File: src/strap_decoder_defines.vh
// constants for the mode-strap pin decoder
// Notes on behaviour
// - pin mode: edge pin high or low picks the data clock launch edge
// - pin mode: floating edge pin gives double-rate clock, edge choice ignored
// - pin mode: delay pin low gives short, high gives long calibration delay
// - pin mode: floating delay pin gives short delay and interleaved sampling
// - serial mode when primary low, or primary and full-scale float and secondary float/high
// - serial mode: swing, edge, delay pins become clock, data, chip select
// - primary pin high forces pin mode, serial port disabled
// - pin mode: full-scale pin low reduced range, high normal range
`ifndef STRAP_DECODER_DEFINES_VH
`define STRAP_DECODER_DEFINES_VH

// *********************************************
// three-level pin states
// *********************************************
`define TS_LOW 2'h0
`define TS_HIGH 2'h1
`define TS_FLOAT 2'h2

// *********************************************
// timing
// *********************************************
`define CLK_MHZ 40
`define STRAP_SETTLE_NS 1000
`define STRAP_SETTLE_CYC ((`STRAP_SETTLE_NS * `CLK_MHZ + 999) / 1000)

// *********************************************
// register map, byte addresses
// *********************************************
`define REG_CTRL 4'h0
`define REG_STATUS 4'h4
`define REG_STRAPS 4'h8

// control register fields
`define CTRL_RESCAN 0

// status register fields
`define ST_EXT_MODE 0
`define ST_BUSY 1
`define ST_EDGE_POS 2
`define ST_DDR 3
`define ST_CAL_LONG 4
`define ST_DES 5
`define ST_FULL_RANGE 6
`define ST_SWING_NORMAL 7

`endif

File: src/strap_sense.v
// one three-level strap pin resolver
`timescale 1ns/1ps
`default_nettype none
`include "strap_decoder_defines.vh"

module strap_sense (
	input wire clk_i,
	input wire rst_i,
	input wire pin_i,
	input wire sample_up_i,
	input wire sample_dn_i,
	output reg [1:0] state_o
);

reg up_ff;

// *********************************************
// sample under pull-up, then resolve under pull-down
// *********************************************
always @(posedge clk_i) begin
	if (rst_i) begin
		up_ff <= 1'b0;
		state_o <= `TS_LOW;
	end else begin
		if (sample_up_i)
			up_ff <= pin_i;
		if (sample_dn_i) begin
			// follows both pulls: nobody drives the pin
			if (up_ff && !pin_i)
				state_o <= `TS_FLOAT;
			else if (pin_i)
				state_o <= `TS_HIGH;
			else
				state_o <= `TS_LOW;
		end
	end
end

endmodule // strap_sense
`default_nettype wire

File: src/control_mode_pin_decoder.v
// mode-strap decoder with serial pin hand-over and wishbone status
//
// Register access over Wishbone and the address map are this design's own decisions.
`timescale 1ns/1ps
`default_nettype none
`include "strap_decoder_defines.vh"

module control_mode_pin_decoder #(
	parameter SETTLE_CYC = `STRAP_SETTLE_CYC
) (
	input wire clk_i,
	input wire rst_i,
	// wishbone classic slave
	input wire cyc_i,
	input wire stb_i,
	input wire we_i,
	input wire [3:0] adr_i,
	input wire [3:0] sel_i,
	input wire [31:0] dat_i,
	output reg [31:0] dat_o,
	output wire ack_o,
	// strap pins
	input wire mode_primary_i,
	input wire mode_secondary_i,
	input wire full_scale_select_i,
	input wire output_swing_i,
	input wire output_edge_select_i,
	input wire calibration_delay_select_i,
	// weak bias used while probing the straps
	output reg strap_pull_o,
	output reg strap_pull_en_n_o,
	// settings from the serial register block
	input wire ser_edge_pos_i,
	input wire ser_ddr_i,
	input wire ser_cal_long_i,
	input wire ser_des_i,
	input wire ser_full_range_i,
	input wire ser_swing_normal_i,
	// decoded settings
	output reg ext_mode_o,
	output reg edge_pos_o,
	output reg ddr_o,
	output reg cal_long_o,
	output reg des_o,
	output reg full_range_normal_o,
	output reg swing_normal_o,
	// serial port pins, idle outside serial mode
	output reg serial_clock_o,
	output reg serial_data_in_o,
	output reg serial_chip_select_n_o
);

localparam [1:0] ST_IDLE = 2'h0;
localparam [1:0] ST_UP = 2'h1;
localparam [1:0] ST_DN = 2'h2;
localparam [1:0] ST_DECODE = 2'h3;
localparam [15:0] SETTLE_LAST = SETTLE_CYC - 1;

reg [1:0] state_ff;
reg [1:0] nxt_state;
reg [15:0] cnt_ff;
reg [15:0] nxt_cnt;
reg ack_ff;
reg ext_ff;
reg rescan_ff;
wire [4:0] pins;
wire [9:0] ts;
wire sample_up;
wire sample_dn;
wire settled;
wire busy;
wire bus_req;
wire ext_now;
wire [1:0] pm_ts;
wire [1:0] sm_ts;
wire [1:0] fs_ts;
wire [1:0] edge_ts;
wire [1:0] cal_ts;

assign pins = {calibration_delay_select_i, output_edge_select_i,
	full_scale_select_i, mode_secondary_i, mode_primary_i};
assign pm_ts = ts[1:0];
assign sm_ts = ts[3:2];
assign fs_ts = ts[5:4];
assign edge_ts = ts[7:6];
assign cal_ts = ts[9:8];

// *********************************************
// strap probing sequence
// *********************************************
assign settled = (cnt_ff == SETTLE_LAST);
assign sample_up = (state_ff == ST_UP) && settled;
assign sample_dn = (state_ff == ST_DN) && settled;
assign busy = (state_ff != ST_IDLE);

always @* begin
	nxt_state = state_ff;
	nxt_cnt = 16'h0000;
	case (state_ff)
	ST_IDLE: begin
		if (rescan_ff)
			nxt_state = ST_UP;
	end
	ST_UP: begin
		nxt_cnt = cnt_ff + 16'h0001;
		if (settled) begin
			nxt_cnt = 16'h0000;
			nxt_state = ST_DN;
		end
	end
	ST_DN: begin
		nxt_cnt = cnt_ff + 16'h0001;
		if (settled) begin
			nxt_cnt = 16'h0000;
			nxt_state = ST_DECODE;
		end
	end
	ST_DECODE: nxt_state = ST_IDLE;
	default: nxt_state = ST_IDLE;
	endcase
end

always @(posedge clk_i) begin
	if (rst_i) begin
		state_ff <= ST_UP;
		cnt_ff <= 16'h0000;
		strap_pull_o <= 1'b0;
		strap_pull_en_n_o <= 1'b1;
	end else begin
		state_ff <= nxt_state;
		cnt_ff <= nxt_cnt;
		strap_pull_o <= (nxt_state == ST_UP);
		strap_pull_en_n_o <= !(nxt_state == ST_UP || nxt_state == ST_DN);
	end
end

genvar g;
generate
	for (g = 0; g < 5; g = g + 1) begin : g_sense
		strap_sense u_sense (
			.clk_i(clk_i),
			.rst_i(rst_i),
			.pin_i(pins[g]),
			.sample_up_i(sample_up),
			.sample_dn_i(sample_dn),
			.state_o(ts[2*g+1:2*g])
		);
	end
endgenerate

// *********************************************
// mode decision, latched once per scan
// *********************************************
// primary high never reaches the serial branch
assign ext_now = (pm_ts == `TS_LOW) ||
	((pm_ts == `TS_FLOAT) && (fs_ts == `TS_FLOAT) &&
	(sm_ts == `TS_FLOAT || sm_ts == `TS_HIGH));

always @(posedge clk_i) begin
	if (rst_i)
		ext_ff <= 1'b0;
	else if (state_ff == ST_DECODE)
		ext_ff <= ext_now;
end

// *********************************************
// settings outputs
// *********************************************
always @(posedge clk_i) begin
	if (rst_i) begin
		ext_mode_o <= 1'b0;
		edge_pos_o <= 1'b0;
		ddr_o <= 1'b0;
		cal_long_o <= 1'b0;
		des_o <= 1'b0;
		full_range_normal_o <= 1'b0;
		swing_normal_o <= 1'b0;
		serial_clock_o <= 1'b0;
		serial_data_in_o <= 1'b0;
		serial_chip_select_n_o <= 1'b1;
	end else if (ext_ff && !busy) begin
		ext_mode_o <= 1'b1;
		edge_pos_o <= ser_edge_pos_i;
		ddr_o <= ser_ddr_i;
		cal_long_o <= ser_cal_long_i;
		des_o <= ser_des_i;
		full_range_normal_o <= ser_full_range_i;
		swing_normal_o <= ser_swing_normal_i;
		serial_clock_o <= output_swing_i;
		serial_data_in_o <= output_edge_select_i;
		serial_chip_select_n_o <= calibration_delay_select_i;
	end else begin
		ext_mode_o <= 1'b0;
		// floating edge pin: double rate, edge choice irrelevant
		ddr_o <= (edge_ts == `TS_FLOAT);
		edge_pos_o <= (edge_ts == `TS_HIGH);
		cal_long_o <= (cal_ts == `TS_HIGH);
		des_o <= (cal_ts == `TS_FLOAT);
		full_range_normal_o <= (fs_ts == `TS_HIGH);
		swing_normal_o <= output_swing_i;
		serial_clock_o <= 1'b0;
		serial_data_in_o <= 1'b0;
		serial_chip_select_n_o <= 1'b1;
	end
end

// *********************************************
// wishbone slave
// *********************************************
assign bus_req = cyc_i && stb_i && !ack_ff;
assign ack_o = ack_ff;

always @(posedge clk_i) begin
	if (rst_i) begin
		ack_ff <= 1'b0;
		rescan_ff <= 1'b0;
		dat_o <= 32'h00000000;
	end else begin
		ack_ff <= bus_req;
		rescan_ff <= 1'b0;
		if (bus_req && we_i && adr_i == `REG_CTRL && sel_i[0])
			rescan_ff <= dat_i[`CTRL_RESCAN];
		if (bus_req && !we_i) begin
			case (adr_i)
			`REG_CTRL: dat_o <= 32'h00000000;
			`REG_STATUS: dat_o <= {24'h000000, swing_normal_o,
				full_range_normal_o, des_o, cal_long_o, ddr_o,
				edge_pos_o, busy, ext_mode_o};
			`REG_STRAPS: dat_o <= {22'h0, ts};
			default: dat_o <= 32'h00000000;
			endcase
		end
	end
end

endmodule // control_mode_pin_decoder
`default_nettype wire

File: config.mk
export PLATFORM = sky130hd
export DESIGN_NAME = control_mode_pin_decoder
export DESIGN_NICKNAME = d
export VERILOG_FILES = /design/src/strap_sense.v /design/src/control_mode_pin_decoder.v
export VERILOG_INCLUDE_DIRS = /design/src
export SDC_FILE = /design/constraint.sdc
export NUM_CORES = 1
export LEC_CHECK = 0
export ABC_AREA = 1
export BUFFER_PORTS_ARGS = -buffer_cell sky130_fd_sc_hd__buf_2
export CAP_MARGIN = 20
export CORE_ASPECT_RATIO = 1.1
export CORE_MARGIN = 1.5
export CORE_UTILIZATION = 55
export CTS_BUF_LIST = sky130_fd_sc_hd__clkbuf_4 sky130_fd_sc_hd__clkbuf_8
export DETAILED_ROUTE_END_ITERATION = 10
export PLACE_DENSITY = 0.89
export SLEW_MARGIN = 5
export SYNTH_ARGS = -nofsm -noshare
export SYNTH_HDL_FRONTEND = slang
export SYNTH_HIERARCHICAL = 1
export SYNTH_SLANG_ARGS = --single-unit
File: constraint.sdc
create_clock -name clk_i -period 2.8 [get_ports clk_i]
set_input_delay 0.42 -clock clk_i [delete_from_list [all_inputs] [get_ports clk_i]]
set_output_delay 0.42 -clock clk_i [all_outputs]
set_load 0.02 [all_outputs]
== Word-level counts from Yosys, hierarchy flattened ==
Cells that the tools add are included.
W data, S select, Z words.
Cells by class
  add/subtract/negate cells: 1
  equality and inequality tests: 17
  multiplexer cells: 22
  bitwise operators: 3
  reduce and logical (&&, ||, !) cells: 36
Operators with widths (number)
  $pmux W10 S2: 1
  $add A16 B1 Y16 const B: 1
  $eq A16 B6 Y1 const B: 1
  $eq A2 B2 Y1 const B: 8
  $logic_and A1 B1 Y1: 16
  $mux W2: 8
  $eq A2 B1 Y1 const B: 6
  $mux W1: 12
  $logic_not A1 Y1: 9
  $pmux W2 S4: 1
  $reduce_or A2 Y1: 3
  $eq A4 B3 Y1 const B: 1
  $eq A4 B4 Y1 const B: 1
  $logic_not A2 Y1: 2
  $logic_not A4 Y1: 1
  $logic_or A1 B1 Y1: 3
  $not A1 Y1: 3
  $reduce_or A3 Y1: 1
  $reduce_bool A2 Y1: 1
Word-level totals
  flip-flop bits (word level): 80
  bits of input ports: 57
  output and inout port bits: 45

== Longest topological paths before layout ==
  word-level depth: 7
  mapped depth: 12

== By module ==
The synthesis kept the hierarchy.
By module, submodules not included
  control_mode_pin_decoder: instances 1, cells an instance 291, area each 2207.1 µm²
  strap_sense: instances 5, cells an instance 15, area each 113.9 µm²

== Worst setup path before layout ==
OpenSTA, ideal clock, no wires.
  path type: register -> register
  start: register state_ff[0]
  end: register strap_pull_en_n_o
  library setup time: 0.123 ns
  arrival: 1.666 ns
  path slack: 1.010 ns
  cell stages (with the launch flop): 10
  path buffers: 0
  period minus slack after synthesis: 1.790 ns
  cells stage by stage: dfxtp_1 > inv_1 > ha_1 > inv_1 > or2_2 > nand2_1 > nand2_1 > a21boi_0 > ha_1 > or2_2
On the way
  word-level cells in the longest chain between the ends: 5
  elaborated cells on any way between the ends: 12
Ends and longest elaborated chain
  start: declaration: line control_mode_pin_decoder.v:59  | reg [1:0] state_ff;
  start signal: assignment: line control_mode_pin_decoder.v:130  | state_ff <= nxt_state;
  $eq A2 B2 Y1, or another cell as far along: line control_mode_pin_decoder.v:99  | case (state_ff)
  $pmux W2 S4 *: line control_mode_pin_decoder.v:99
  $eq A2 B1 Y1 / $eq A2 B2 Y1 (equally long branches): line control_mode_pin_decoder.v:133  | strap_pull_en_n_o <= !(nxt_state == ST_UP || nxt_state == ST_DN);
  $logic_or A1 B1 Y1 *: line control_mode_pin_decoder.v:133
  $logic_not A1 Y1 *: line control_mode_pin_decoder.v:133
  end signal: assignment: line control_mode_pin_decoder.v:133
  end: declaration: line control_mode_pin_decoder.v:31  | output reg strap_pull_en_n_o,
Every way passes the cells marked *; elsewhere a longest branch is shown, timed or not.
A chain may end at the register's enable or synchronous reset.

== Worst setup path after layout ==
Same ends and word-level chain as after synthesis.

==> out/metrics.yaml <==
outcome: "finished clean"
slowest_delay_ns: 0.34
diodes: 0
path_buf_inv: 2
die_y_um: 77.5
ys_seq_area_frac: 0.418
maxUsedRoutingLayer: "met4"
arrival_ns: 2.15
wire_per_inst_um: 11.3
cp_top_family: "simple AND/OR/NAND/NOR gates"
netlist_area_mm2: 0.00278
vias: 2301
cts_root_buffer: "clkbuf_8"
yosys_warnings: 6
crit_type: "reg -> reg"
wl_met3_um: 300
nNetsFinal: 483
hpwl_mm: 4.06
dieArea_mm2: 0.00548
gr-total-overflow: 0
area_growth_pct: 14.1
multi_input_area_mm2: 0.00127
htree_levels: 3
hold_slack_ns: 0.276
drt_iter0_drc: 111
cts_hold_buf: 0
end_kind: "flop"
hold_class: "in -> reg"
stdcell_area_mm2: 0.00317
async_reset_ff_frac: 0
regArea_mm2: 0.00116
setup_viol: 0
drt_pass1_iterations: 4
cts_sinks: 58
synthFlopType: "dfxtp_1"
finalPower_mw: 1.73
ys_seq_elements: 58
cp_data_required_time_ns: 3.03
fin_crit_ns: 1.92
fin_skew_ns: 0.00800
syn_inst: 366
die_w_um: 70.7
grt_start_max_net_pins: 19
wl_met1_mm: 2.22
cp_cell_sequence: "inv_1 -> ha_1 -> inv_1 -> or2_2 -> nand2_1 -> nand2_1 -> a21boi_0 -> ha_1 -> or2_2"
crit_path_top_delay_cell: "dfxtp_1"
track_usage: 0.201
maxSlewViolCount: 0
portBuffers: 45
drc: 0
synth_edf_count: 0
clk_pin_slew_ns: 0.07
post-route-period-util: 0.684
ir_worst_vdd_v: 0.000419
drtAntennaViolNets: 0
cp-start-kind: "flop"
tritoncts: "yes"
cts_setup_buffers: 0
drive_above_1_share: 0.219
grt_pass1_wl_mm: 8.74
rows: 26
drt_wl_total_mm: 5.41
clock.fmax_mhz: 522
grt_pass1_vias: 2158
place_area_mm2: 0.00297
drv_cap: 0
grt_setup_unrepaired: "false"
viasPerCell: 4.79
power_density_mw_per_mm2: 546
cts_resized: 0
io_pins: 102
start_util: 0.585
clk_path_buf_depth: 2
clk-insertion-delay-late_ns: 0.34
crit_fanout: 5
fillers: 403
hold_viol: 0
antenna_found_initial: 0
syn_area_per_cell_um2: 7.59
met2_length_mm: 2.76
cts_buffers: 9
core_mm2: 0.00475
setup_tns_ns: 0
globalplace.congestion: 0.831
ys_types: 33
p_leak_nw: 1.33
==> final cells by class <==
| class | count | share of cell area |
|---|---|---|
| inverters | 63 | 0.0747 |
| well taps | 56 | 0.0221 |
| flip-flops and latches | 58 | 0.367 |
| multi-input cells | 241 | 0.402 |
| clock buffers | 9 | 0.0391 |
| repair buffers | 46 | 0.0735 |
| clock inverters | 7 | 0.0221 |
==> layer usage <==
layer | up-vias | GRT usage
li1 | 1210 | -
met1 | 1020 | 0.199
met2 | 55 | 0.366
met3 | 16 | 0.0805
met4 | 0 | 0.0830
met5 | - | 0
==> registers in the layout (all words and copies together) (netlist names), 2 cells and up <==
| register | flops |
|---|---|
| g_sense.u_sense/up_ff | 5 |
| g_sense.u_sense/state_o | 10 |
| state_ff | 2 |
| dat_o | 10 |
| cnt_ff | 16 |
==> cell usage in the layout (no fill, tap or decap), types with 4 or more instances in the layout <==
cell type | netlist | final
buf_2 | 1 | 45
nor2_2 | 5 | 5
conb_1 | 1 | 22
a21oi_2 | 6 | 6
nand2_2 | 4 | 4
xor2_1 | 7 | 7
nor2_4 | 4 | 4
nand3_2 | 4 | 4
dfxtp_1 | 58 | 58
a21oi_1 | 24 | 24
nand4_1 | 4 | 4
nand3_1 | 16 | 16
nor2_1 | 27 | 27
inv_1 | 61 | 61
nand2_1 | 81 | 81
clkbuf_8 | 0 | 9
ha_1 | 7 | 7
o21ai_0 | 4 | 4
o22ai_1 | 8 | 8
==> cells in the mapped netlist (2+ instances only) <==
master,number,area share
a21oi_1,24,0.043
o31ai_1,2,0.0054
nand3_1,16,0.029
nor3_1,3,0.0054
nor2_1,27,0.037
a21oi_2,6,0.019
ha_1,7,0.032
inv_1,61,0.082
o21ai_0,4,0.0072
buf_4,22,0.059
nand2_2,4,0.0090
inv_2,2,0.0027
nor2_2,5,0.011
xor2_1,7,0.022
nand2_1,81,0.11
or2_2,3,0.0068
nand4_1,4,0.0090
dfxtp_1,58,0.42
nor2_4,4,0.016
nand3_2,4,0.014
o41ai_1,3,0.0095
o22ai_1,8,0.018
==> power breakdown <==
group,switching [mW],total [mW],internal (mW)
registers,0.00798,0.846,0.838
logic,0.0945,0.134,0.0393
clock network,0.341,0.748,0.408
total,0.443,1.73,1.29
==> kinds of logic after synthesis <==
family / count (synthesis) / share of synthesized area
compound gates: 49 / 0.108
xor+xnor: 8 / 0.0252
fa+ha+maj: 7 / 0.0315
buf+inv: 88 / 0.152
flops: 58 / 0.418
other cells: 1 / 0.00135
simple gates: 155 / 0.264
==> tightest hold or removal path, stage by stage <==
cell,delay [ns]
buf_2,0.08
nand2_1,0.04
o41ai_1,0.04
==> path summary, 6_finish.rpt <==
kind                                        from                  end  slack, ns  depth (start not counted)
worst max register to register       state_ff[0]    strap_pull_en_n_o       0.88                          9
worst min-delay path            ser_full_range_i  full_range_normal_o       0.28                          3
worst min register to register          dat_o[0]             dat_o[0]       0.47                          2
worst max-delay path                 state_ff[0]    strap_pull_en_n_o       0.88                          9
==> stage by stage <==
stage	worst slack, ns	instances	util
3_5_place_dp	0.876	464	0.626
2_1_floorplan	1.01	387	-
4_1_cts	0.879	480	0.667
5_1_grt	0.728	480	0.667
6_report	0.884	480	0.667
3_3_place_gp	0.941	464	0.626
Power figures use the tool's default switching activity.
